[src/design/pps_pkg.sv]
// package of constants and types for the port power and fault signalling block
package pps_pkg;

	// ==========================================================
	// timing
	localparam int unsigned CLK_PERIOD_NS   = 10;
	localparam int unsigned BLANK_TIME_US   = 200;
	localparam int unsigned MASK_TIME_US    = 10;
	localparam int unsigned RISE_TIME_US    = 50;
	localparam int unsigned SHORT_LIM_NS    = 1000;
	localparam int unsigned BLANK_CYCLES    = BLANK_TIME_US * 1000 / CLK_PERIOD_NS;
	localparam int unsigned MASK_CYCLES     = MASK_TIME_US * 1000 / CLK_PERIOD_NS;
	localparam int unsigned RISE_CYCLES     = RISE_TIME_US * 1000 / CLK_PERIOD_NS;
	localparam int unsigned SHORT_CYCLES    = SHORT_LIM_NS / CLK_PERIOD_NS;
	localparam int unsigned DET_TOGGLE_CYC  = 16;
	localparam int unsigned CNT_W           = 20;

	// ==========================================================
	// current limit decode, in mA
	localparam int unsigned LIM_W = 12;
	localparam logic [LIM_W-1:0] LIM_TABLE [8] = '{
		12'h1f4, 12'h384, 12'h3e8, 12'h4b0,
		12'h5dc, 12'h708, 12'h7d0, 12'h9c4};
	localparam logic [LIM_W-1:0] LIM_CC_MAX = 12'h5dc; // 1500 mA

	// ==========================================================
	// power states, one-hot
	typedef enum logic [3:0] {
		ST_SLEEP  = 4'h1,
		ST_DETECT = 4'h2,
		ST_ACTIVE = 4'h4,
		ST_ERROR  = 4'h8
	} pps_state_t;

	// active modes
	typedef enum logic [1:0] {
		MODE_PASS   = 2'h0,
		MODE_CDP    = 2'h1,
		MODE_DCP    = 2'h2,
		MODE_EMUL   = 2'h3
	} pps_mode_t;

endpackage : pps_pkg

[src/design/pps_ctrl.sv]
// control logic of the port power and fault signalling block
`timescale 1ns/1ns
module pps_ctrl (
	input  wire logic                    clock,
	input  wire logic                    resetn,
	input  wire logic                    enable_polarity_select,
	input  wire logic [2:0]              current_limit_select,
	input  wire logic                    port_power_enable,
	input  wire logic                    detect_feature_select,
	input  wire logic                    sleep_request,
	input  wire logic                    latch_mode,
	input  wire logic [1:0]              active_mode,
	input  wire logic                    dcp_accepted,
	input  wire logic                    handshake_done,
	input  wire logic                    emul_applying,
	input  wire logic                    charging,
	input  wire logic                    source_supply_ok,
	input  wire logic                    core_supply_ok,
	input  wire logic                    attach_event,
	input  wire logic                    removal_event,
	input  wire logic                    over_limit,
	input  wire logic                    over_short,
	input  wire logic                    thermal_shutdown,
	input  wire logic                    thermal_regulation,
	input  wire logic                    other_error,
	input  wire logic                    bus_low,
	input  wire logic                    bypass_overload,
	input  wire logic                    discharging,
	output logic                         fault_alert_n,
	output logic                         charging_active_n,
	output logic                         attach_detect_n,
	output logic                         data_switch_closed,
	output logic                         power_switch_on,
	output logic                         bypass_on,
	output logic                         soft_start,
	output logic                         current_clamp,
	output logic                         cc_mode,
	output logic [pps_pkg::LIM_W-1:0]    current_limit_ma
);
	import pps_pkg::*;

	// ==========================================================
	// power-up capture and blanking
	logic                 init_q, init_d;
	logic                 pol_q, pol_d;
	logic [LIM_W-1:0]     lim_q, lim_d;
	logic [CNT_W-1:0]     blank_q, blank_d;
	logic                 blanked;

	// capture straps on the first cycle after reset release
	always_comb begin
		init_d  = 1'b1;
		pol_d   = init_q ? pol_q : enable_polarity_select;
		lim_d   = init_q ? lim_q : LIM_TABLE[current_limit_select];
		blank_d = blank_q;
		if (blank_q != CNT_W'(BLANK_CYCLES))
			blank_d = blank_q + 1'b1;
	end

	always_ff @(posedge clock) begin
		if (!resetn) begin
			init_q  <= 1'b0;
			pol_q   <= 1'b1;
			lim_q   <= LIM_TABLE[0];
			blank_q <= '0;
		end else begin
			init_q  <= init_d;
			pol_q   <= pol_d;
			lim_q   <= lim_d;
			blank_q <= blank_d;
		end
	end

	assign blanked = (blank_q != CNT_W'(BLANK_CYCLES));

	// ==========================================================
	// enable decode and edges
	logic en, en_prev_q, en_rise, en_fall;
	assign en      = init_q && (port_power_enable == pol_q);
	assign en_rise = en && !en_prev_q;
	assign en_fall = !en && en_prev_q;

	// ==========================================================
	// error filtering
	logic [CNT_W-1:0] mask_q, mask_d;
	logic             err_raw, err_now, ovl_trip;
	logic             use_trip;

	// trip when pass-through, unaccepted dcp or no handshake
	assign use_trip = (active_mode == MODE_PASS) ||
		(active_mode == MODE_DCP && !dcp_accepted) ||
		!handshake_done;
	assign ovl_trip = use_trip && over_limit;
	assign err_raw  = ovl_trip || over_short || other_error ||
		(!use_trip && bus_low);
	assign err_now  = thermal_shutdown ||
		(mask_q == CNT_W'(MASK_CYCLES) && err_raw);

	always_comb begin
		mask_d = '0;
		if (err_raw)
			mask_d = (mask_q == CNT_W'(MASK_CYCLES)) ?
				mask_q : mask_q + 1'b1;
	end

	// ==========================================================
	// power state machine
	pps_state_t       st_q, st_d;
	logic             attached_q, attached_d;
	logic [CNT_W-1:0] soft_q, soft_d;

	always_comb begin
		st_d       = st_q;
		attached_d = attached_q;
		if (attach_event && st_q == ST_DETECT)
			attached_d = 1'b1;
		if (removal_event || st_q == ST_SLEEP)
			attached_d = 1'b0;
		soft_d = (soft_q != '0) ? soft_q - 1'b1 : '0;
		if (en_rise || (attach_event && st_q == ST_DETECT && en))
			soft_d = CNT_W'(RISE_CYCLES);
		case (st_q)
			ST_SLEEP: begin
				if (!sleep_request)
					st_d = ST_DETECT;
			end
			ST_DETECT: begin
				if (sleep_request)
					st_d = ST_SLEEP;
				else if (thermal_shutdown)
					st_d = ST_ERROR;
				else if (en && source_supply_ok &&
					(!detect_feature_select || attached_d))
					st_d = ST_ACTIVE;
			end
			ST_ACTIVE: begin
				if (err_now)
					st_d = ST_ERROR;
				else if (!en || !source_supply_ok ||
					(detect_feature_select && !attached_d))
					st_d = ST_DETECT;
				else if (sleep_request)
					st_d = ST_SLEEP;
			end
			ST_ERROR: begin
				// latched mode retries on the disable edge or a removal event
				if (!(err_raw || thermal_shutdown) &&
					(!latch_mode || en_fall || removal_event))
					st_d = ST_DETECT;
			end
			default: st_d = ST_SLEEP;
		endcase
	end

	always_ff @(posedge clock) begin
		if (!resetn) begin
			st_q       <= ST_SLEEP;
			attached_q <= 1'b0;
			soft_q     <= '0;
			mask_q     <= '0;
			en_prev_q  <= 1'b0;
		end else begin
			st_q       <= st_d;
			attached_q <= attached_d;
			soft_q     <= soft_d;
			mask_q     <= mask_d;
			en_prev_q  <= en;
		end
	end

	// ==========================================================
	// attach overload toggle
	logic [4:0] tog_q, tog_d;
	logic       tog_ph_q, tog_ph_d;
	logic       tog_active;
	assign tog_active = detect_feature_select && en && !source_supply_ok &&
		bypass_overload;

	always_comb begin
		tog_d    = tog_active ? tog_q + 1'b1 : '0;
		tog_ph_d = tog_q == 5'(DET_TOGGLE_CYC - 1) ? !tog_ph_q : tog_ph_q;
		if (tog_q == 5'(DET_TOGGLE_CYC - 1))
			tog_d = '0;
		if (!tog_active)
			tog_ph_d = 1'b0;
	end

	// ==========================================================
	// registered outputs
	logic fa_d, ca_d, ad_d, ds_d, ps_d, by_d, cc_d, cl_d;
	logic emulating;
	assign emulating = (active_mode == MODE_DCP) ||
		(active_mode == MODE_EMUL && emul_applying);

	always_comb begin
		fa_d = blanked || st_d != ST_ERROR;
		ca_d = blanked || !charging;
		ad_d = 1'b1;
		if (attached_d || (!detect_feature_select && st_d == ST_ACTIVE))
			ad_d = 1'b0;
		if (tog_ph_q)
			ad_d = 1'b1;
		if (blanked)
			ad_d = 1'b1;
		ds_d = st_d == ST_ACTIVE && !emulating;
		if (!core_supply_ok)
			ds_d = 1'b0;
		ps_d = st_d == ST_ACTIVE && !discharging && !ovl_trip &&
			!thermal_shutdown &&
			!(!use_trip && (thermal_regulation || bus_low));
		by_d = st_d == ST_DETECT;
		cc_d = !use_trip && ((active_mode == MODE_DCP && dcp_accepted &&
			lim_q <= LIM_CC_MAX) || active_mode == MODE_CDP ||
			(active_mode == MODE_EMUL && emul_applying));
		cl_d = st_d == ST_DETECT || over_short;
	end

	always_ff @(posedge clock) begin
		if (!resetn) begin
			tog_q              <= '0;
			tog_ph_q           <= 1'b0;
			fault_alert_n      <= 1'b1;
			charging_active_n  <= 1'b1;
			attach_detect_n    <= 1'b1;
			data_switch_closed <= 1'b0;
			power_switch_on    <= 1'b0;
			bypass_on          <= 1'b0;
			soft_start         <= 1'b0;
			current_clamp      <= 1'b0;
			cc_mode            <= 1'b0;
			current_limit_ma   <= LIM_TABLE[0];
		end else begin
			tog_q              <= tog_d;
			tog_ph_q           <= tog_ph_d;
			fault_alert_n      <= fa_d;
			charging_active_n  <= ca_d;
			attach_detect_n    <= ad_d;
			data_switch_closed <= ds_d;
			power_switch_on    <= ps_d;
			bypass_on          <= by_d;
			soft_start         <= soft_d != '0;
			current_clamp      <= cl_d;
			cc_mode            <= cc_d;
			current_limit_ma   <= lim_q;
		end
	end

	// ==========================================================
	// checks
	property p_alert;
		@(posedge clock) disable iff (!resetn)
		(st_q == ST_ERROR && !$past(blanked)) |-> !fault_alert_n;
	endproperty
	alert_on_error_a: assert property (p_alert)
		else $error("alert not asserted in error");

	blank_outputs_a: assert property (@(posedge clock) disable iff (!resetn)
		$past(blanked) |-> (fault_alert_n && attach_detect_n &&
		charging_active_n))
		else $error("output asserted during blanking");

	core_low_open_a: assert property (@(posedge clock) disable iff (!resetn)
		!$past(core_supply_ok) |-> !data_switch_closed)
		else $error("data switch closed on low core");

	detect_open_a: assert property (@(posedge clock) disable iff (!resetn)
		(st_q == ST_DETECT || st_q == ST_SLEEP) |->
		!data_switch_closed)
		else $error("data switch closed in detect");

	limit_hold_a: assert property (@(posedge clock) disable iff (!resetn)
		init_q && $past(init_q) |-> $stable(lim_q))
		else $error("current limit changed");

	soft_start_a: assert property (@(posedge clock) disable iff (!resetn)
		en_rise |-> ##2 soft_start [*8])
		else $error("soft start missing");

	trip_open_a: assert property (@(posedge clock) disable iff (!resetn)
		ovl_trip |-> ##1 !power_switch_on)
		else $error("switch on during trip");

	filter_a: assert property (@(posedge clock) disable iff (!resetn)
		(st_q == ST_ACTIVE && !thermal_shutdown && mask_q == '0)
		|-> ##1 st_q != ST_ERROR)
		else $error("error entered without filtering");

	alert_release_a: assert property (@(posedge clock)
		disable iff (!resetn)
		st_q != ST_ERROR |-> fault_alert_n)
		else $error("alert held outside error");

	charge_on_a: assert property (@(posedge clock)
		disable iff (!resetn)
		(!$past(blanked) && $past(charging)) |-> !charging_active_n)
		else $error("charging indicator not asserted");

	charge_off_a: assert property (@(posedge clock)
		disable iff (!resetn)
		!$past(charging) |-> charging_active_n)
		else $error("charging indicator without charging");

	sleep_attach_a: assert property (@(posedge clock)
		disable iff (!resetn)
		(st_q == ST_SLEEP && $past(st_q) == ST_SLEEP) |-> attach_detect_n)
		else $error("attach indicator held in sleep");

	switch_active_a: assert property (@(posedge clock)
		disable iff (!resetn)
		(st_q == ST_ACTIVE && $past(core_supply_ok) &&
		($past(active_mode) == MODE_PASS ||
		$past(active_mode) == MODE_CDP)) |-> data_switch_closed)
		else $error("data switch open in active");

	power_active_a: assert property (@(posedge clock)
		disable iff (!resetn)
		(st_q == ST_ACTIVE && !$past(discharging) && !$past(over_limit) &&
		!$past(thermal_shutdown) && !$past(thermal_regulation) &&
		!$past(bus_low)) |-> power_switch_on)
		else $error("power switch off in active");

	limit_decode_a: assert property (@(posedge clock)
		disable iff (!resetn)
		(init_q && !$past(init_q)) |->
		lim_q == LIM_TABLE[$past(current_limit_select)])
		else $error("current limit decoded wrongly");

	error_off_a: assert property (@(posedge clock)
		disable iff (!resetn)
		st_q == ST_ERROR |->
		(!power_switch_on && !data_switch_closed && !bypass_on))
		else $error("switch on in error");

	detect_bypass_a: assert property (@(posedge clock)
		disable iff (!resetn)
		st_q == ST_DETECT |-> (bypass_on && current_clamp))
		else $error("bypass path not used in detect");

endmodule : pps_ctrl

[config.mk]
export PLATFORM = sky130hd
export DESIGN_NAME = pps_ctrl
export DESIGN_NICKNAME = d
export VERILOG_FILES = /design/src/design/pps_pkg.sv /design/src/design/pps_ctrl.sv
export SDC_FILE = /design/constraint.sdc
export NUM_CORES = 1
export LEC_CHECK = 0
export ABC_AREA = 1
export ABC_CLOCK_PERIOD_IN_PS = 2100
export BUFFER_PORTS_ARGS = -buffer_cell sky130_fd_sc_hd__buf_2
export CORE_MARGIN = 3
export CORE_UTILIZATION = 55
export CTS_BUF_LIST = sky130_fd_sc_hd__clkbuf_4
export CTS_CLUSTER_DIAMETER = 40
export DETAILED_ROUTE_END_ITERATION = 10
export GPL_TIMING_DRIVEN = 0
export PLACE_DENSITY = 0.87
export SYNTH_ARGS = -nofsm -noshare
export SYNTH_HDL_FRONTEND = slang
export SYNTH_SLANG_ARGS = --single-unit
export TNS_END_PERCENT = 10
[constraint.sdc]
create_clock -name clock -period 2.1 [get_ports clock]
set_input_delay 0.105 -clock clock [delete_from_list [all_inputs] [get_ports clock]]
set_output_delay 0.105 -clock clock [all_outputs]
set_load 0.02 [all_outputs]
Word level (Yosys, flattened, before mapping):

Memories as Yosys holds them, arrays and structs flattened. A register that Yosys moved wholly into a read port is not among the register bits.
Index checks and enable logic that the tools add are counted.

* flip-flop bits (word level): 95
* latch bits: 0
* RAM bits: 0
* ROM bits: 96
* input port bits: 28
* output and inout port bits: 21
* memories: 1

Memories
* (name not given): words 8, width 12, rd ports 1, clocked after Yosys merged registers in 1, wr ports 0, RTL line pps_ctrl.sv:54 `lim_d = init_q ? lim_q : LIM_TABLE[current_limit_select];`

* $add $sub $neg: 4
* multiply operators: 0
* divide/modulo/power cells: 0
* magnitude comparators: 1
* equal/unequal tests: 14
* shift operators: 0
* multiplexer cells: 15
* bitwise gates (word level): 3
* reduce and logical (&&, ||, !) cells: 76

Operator list (count)
* 20-bit by 1-bit adder with 20-bit output (second input constant): 2
* 20-bit 2-to-1 mux: 2
* 20-bit nonzero test: 2
* 4-bit 2-to-1 mux: 8
* 1-bit logical AND: 27
* 1-bit logical OR: 22
* 20-bit by 10-bit == test with 1-bit output (second input constant): 1
* 20-bit by 15-bit != test with 1-bit output (second input constant): 1
* 20-bit by 1-bit subtractor with 20-bit output (second input constant): 1
* 1-bit zero test: 19
* 4-bit case mux with 4 select lines: 1
* 12-bit by 11-bit <= comparator with 1-bit output (second input constant): 1
* 4-bit by 2-bit == test with 1-bit output (second input constant): 2
* 4-bit by 3-bit == test with 1-bit output (second input constant): 2
* 2-bit AND reduction: 3
* 3-bit OR reduction: 2
* 5-bit by 1-bit adder with 5-bit output (second input constant): 1
* 5-bit by 4-bit == test with 1-bit output (second input constant): 1
* 2-bit == test (second input constant): 2
* 4-bit by 1-bit == test with 1-bit output (second input constant): 1
* 4-bit == test (second input constant): 1
* 1-bit 2-to-1 mux: 4
* 4-bit != test (second input constant): 1
* 3-bit NOT with 4-bit output: 1
* other kinds (4): 5

Depth between registers and ports, before layout:

* depth after elaboration: 18
* mapped depth: 14
* gate-level depth less buffers: 14

Worst setup path after synthesis:

No wires, ideal clock.

* path kind: flip-flop to flip-flop
* from: register blank_q[0]
* to: register blank_q[14]
* arrival: 1.498 ns
* data required time: 1.981 ns
* path slack: 0.483 ns
* cell stages (with the launch flop): 13
* path buffers: 0
* period minus slack after synthesis: 1.617 ns
* path through: dfxtp_1 > ha_1 > nand2_1 > nor2_1 > inv_1 > nor2_2 > nand2_1 > nor2_1 > nand2_1 > nor2_1 > nand3_1 > o21ai_0 > a21oi_1

* longest elaborated chain between the ends: 1
* elaborated cells on any way between the ends: 2

RTL lines
* start: declaration: RTL line pps_ctrl.sv:47 `logic [CNT_W-1:0] blank_q, blank_d;`
* start signal: assignment: RTL line pps_ctrl.sv:70 `blank_q <= blank_d;`
* 20-bit by 1-bit adder with 20-bit output / 20-bit by 15-bit != test with 1-bit output (equally long branches): RTL line pps_ctrl.sv:57, pps_ctrl.sv:56

Parallel ways exist; a longest one is shown, timed or not.
A chain may end at the register's enable or synchronous reset.

Worst setup path in the final report:

* from: input port handshake_done
* to: register power_switch_on

* longest elaborated chain between the ends: 16
* elaborated cells on any way between the ends: 24

RTL lines
* start: declaration: RTL line pps_ctrl.sv:14 `input wire logic handshake_done,`
* 1-bit zero test (*): RTL line pps_ctrl.sv:92 `!handshake_done;`
* 1-bit logical OR (*): RTL line pps_ctrl.sv:91 `(active_mode == MODE_DCP && !dcp_accepted) ||`
* 1-bit logical AND: RTL line pps_ctrl.sv:93 `assign ovl_trip = use_trip && over_limit;`
* 1-bit logical OR (3 in series): RTL line pps_ctrl.sv:94 `assign err_raw = ovl_trip || over_short || other_error ||`
* 1-bit logical OR: RTL line pps_ctrl.sv:147 `if (!(err_raw || thermal_shutdown) &&`
* 1-bit zero test: RTL line pps_ctrl.sv:147
* 1-bit logical AND: RTL line pps_ctrl.sv:147
* 4-bit 2-to-1 mux: RTL line pps_ctrl.sv:147
* 4-bit case mux with 4 select lines: RTL line pps_ctrl.sv:122 `case (st_q)`
* 4-bit by 3-bit == test with 1-bit output: RTL line pps_ctrl.sv:208 `ps_d = st_d == ST_ACTIVE && !discharging && !ovl_trip &&`
* 1-bit logical AND (3 in series): RTL line pps_ctrl.sv:208
* 1-bit logical AND (*): RTL line pps_ctrl.sv:209 `!thermal_shutdown &&`
* end signal: assignment: RTL line pps_ctrl.sv:239 `power_switch_on <= ps_d;`
* end: declaration: RTL line pps_ctrl.sv:33 `output logic power_switch_on,`

Mark *: on every way between the ends. The rest lies on a longest branch, timed or not.

==> reports/results.txt <==
The tool flagged a number of max-cap violations equal to 0. The power density over the cells was 935 nW/um^2. The tools report the die footprint as 10100 um^2.

Compared with the post-synthesis result, the final layout area differs by 13.5%. Setup repair after global routing left no endpoint under its margin. The run gives 0 as the count of final max-slew check failures.

The synthesized design contains 103 register bits. The run gives 0 as the initial antenna violation count. TritonCTS built the clock tree. Synthesis produced 693 cells.

After detailed routing, the total wire length is 11.6 mm. Clock skew on the completed layout was measured at 0.0156 ns. In this run the remaining antenna-violating nets after routing total 0. Buffers added to address setup during post-CTS repair amount to 0. The number of filler instances in the final layout came out at 680. After the first detailed-routing iteration, the DRC count stood at 263.

Row generation in the floorplan step produced 33 rows. The tools report the library cell used as clock root buffer as sky130_fd_sc_hd__clkbuf_4. Total number of yosys warnings: 0.

Leaving out fill and tap cells, the most frequent cell in the layout is sky130_fd_sc_hd__nand2_1. After synthesis, the cell types taking the most area are sky130_fd_sc_hd__dfxtp_1 42%, sky130_fd_sc_hd__nand2_1 11%, sky130_fd_sc_hd__nor2_1 7.8%, sky130_fd_sc_hd__inv_1 6.8%, sky130_fd_sc_hd__nand3_1 5.4%. In the routed layout, each cell is associated on average with a via count of 5.40. For this configuration, the core starts out at a cell density of 58.2%. The tools report the pin count of the biggest net entering global routing as 17.

The cell type with the largest total area after synthesis is sky130_fd_sc_hd__dfxtp_1. No sink is reached through more buffers than the 2 on the longest clock path. For this run, the top clock speed supported by timing is 496 MHz. For this run, the post-layout net count is 805. The run gives 0 as the number of setup violations in the final report. The tools report the smallest setup slack after layout as 0.0836 ns. The total negative slack was 0 ns; the post-detailed-route wirelength per cell was 13.3 um. The worst pin sits at a relative slew slack of 60.8%. The y dimension of the die works out to 101 um. In this run the worst path has a maximum fanout of 2. The share of cells above drive strength 1 came out at 12.7%.

The clock transition at the register clock pins on the worst setup and hold paths after CTS was 0.15 ns; the die width was 101 um. The tools report the worst vdd rail ir drop as 0.465 mV. A synthesized cell averages 7.11 um^2. The synthesized design devotes to its leading area cell type 41.9% of total area.

CTS built an H-tree with a depth of 3. The most used flip-flop cell after synthesis is sky130_fd_sc_hd__dfxtp_1. The number of clock buffers added by TritonCTS is 9.

Summed over all cells, the static leakage comes to 2.45 nW. The worst path needs 2.02 ns of the cycle, external delays included. After floorplanning, the core was sized to cover 8460 um^2.

The total count of hold-check failures in the final report came out at 0. The worst setup path is of the input port to flop kind. The critical path data arrival time is 2.39 ns.

The share of async-settable or async-resettable flops after synthesis is 0%. The global-route usage over all layers was 23.4%. 49 I/O pins were placed. The wire-length estimate of the detail-placed layout is 8.51 mm.

The number of global-route vias before repair is 4264, and the final core area utilization is 66.1%. The source-to-sink clock delay at the later pin of the worst-skew pair is 0.46 ns, and the part of the power in registers is 44.1%. The logs give 19.2 mm for the global-route wire length before repair and 5 for the number of detailed-routing iterations run before antenna repair. The total overflow left after global routing is 0. The count of buffers inserted at the top-level ports is 45, and the worst endpoint required time is 2.47 ns. The worst setup path is launched from an input port. The logs give 34.4% for the fraction of power consumed by combinational cells and 4930 um^2 for the synthesized cell area. For the net switching component of the power, the log shows 1.98 mW. The worst hold path belongs to the class input port to flop.

The worst setup path is captured at a flop. The net switching share of the total power is 37.9%, and the portion of the clock cycle consumed by the worst path in the final layout is 96.0%. Detailed routing inserted a total of 4716 vias. Sequential cells were found to cover 41.9% of the synthesized design area.

Number of clock sinks seen by CTS: 103. Routability-driven placement finished with a final weighted congestion of 0.929. In the layout the commonest cells are 144 x sky130_fd_sc_hd__nand2_1, 102 x sky130_fd_sc_hd__dfxtp_1, 100 x sky130_fd_sc_hd__nor2_1. For the pin with the worst max-slew slack, the measured transition is 0.588 ns. The number of antenna diodes in the final layout is 0. The count of unique library cells instantiated by Yosys was 45; the post-place setup slack was 0.208 ns. In this run, synthesis inferred 0 flip-flops with an integrated enable. Cell internal power dissipation: 3.24 mW.

The logs give 0 for the total DRC errors in the routed layout and 21.5% for the relative contribution of the clock network to total power. The flow ran to the end, and the final reports show no timing, DRC or antenna violations.
==> worst max-delay path, stage by stage <==
cell	delay, ns
sky130_fd_sc_hd__dlygate4sd3_1	0.52
sky130_fd_sc_hd__buf_2	0.11
sky130_fd_sc_hd__a21boi_1	0.24
sky130_fd_sc_hd__o21ai_0	0.11
sky130_fd_sc_hd__dlygate4sd3_1	0.57
sky130_fd_sc_hd__nand3_1	0.08
sky130_fd_sc_hd__dlygate4sd3_1	0.59
sky130_fd_sc_hd__nor2_1	0.06
==> per-layer routing <==
metal  track usage [%]  vias up  share of wire (%)
li1                  -     2367                  -
met1              29.9     2137                 43
met2              39.7      186                 48
met3              3.18       26                5.9
met4              9.64        0                2.5
met5                 0        -                  0
==> worst paths after layout <==
check	startpoint	to	slack [ns]	cells past startpoint
hold reg to reg	lim_q[2]	current_limit_ma[2]	0.45	1
setup / recovery	handshake_done	power_switch_on	0.08	8
setup reg to reg	soft_q[0]	soft_start	0.17	12
hold / removal	current_limit_select[1]	lim_q[3]	0.02	4
==> registers in the layout, summed over array words and instances (netlist names), 4 cells and up <==
register and flops:
blank_q 20, mask_q 20, st_q 4, current_limit_ma 10, lim_q 10, tog_q 5
soft_q 20
==> power groups by stage <==
stage	Clock (mW)	Combinational, mW	Sequential, mW
after floorplan	0	1.35	2.32
after global placement	0	1.68	2.33
after detailed placement	0	1.73	2.34
after CTS	1.13	1.77	2.30
after global routing	1.20	2.04	2.33
final	1.12	1.80	2.31
==> metrics by stage <==
step	instances	total power [mW]	area, um^2	hold WS, ns
after floorplan	694	3.68	4930	0.133
after global placement	844	4.02	5290	0.268
after detailed placement	844	4.07	5290	0.268
after CTS	874	5.20	5580	0.0131
after global routing	874	5.57	5590	0.0311
final	874	5.23	5590	0.0220
==> synth_stat cells (all sizes together) (4+ instances only) <==
cell type  instances
nand2            150
dfxtp            103
nand3             54
nor3              28
or2                6
clkbuf             8
o21bai             4
xor2              14
xnor2              5
a21oi             35
ha                13
nor2             112
nor4               7
inv               93
nor3b              6
nand4             13
buf                5
o21ai             22
==> timing repair <==
item | in CTS | in global routing
hold buffers | 14 | 0
hold endpoints to repair | 9 | 0
resized for setup | 0 | 7
setup endpoints to repair | 0 | 5
==> cell type report <==
cell class	count	area, um^2	area share (%)
buffer	13	58.8	1.05
clock buffer	9	67.6	1.21
clock inverter	7	87.6	1.57
inverter	93	349	6.24
multi-input combinational	485	2470	44.1
sequential	103	2060	36.9
tap	105	131	2.35
timing repair buffer	59	365	6.53
==> cells by family (layout without fill, tap and decap cells) <==
group                    count (synthesis)  in the layout  synth area share, %
adder cells (fa/ha/maj)                 13             13                 3.30
XOR/XNOR                                19             19                 3.38
flip-flops                             103            103                 41.9
other                                    1              2               0.0761
AO/OA/AOI/OAI                           73             73                 8.46
buffers and inverters                  106            181                 8.25
AND/OR/NAND/NOR                        378            378                 34.7
Note: power is estimated with default switching activity, not from simulation.
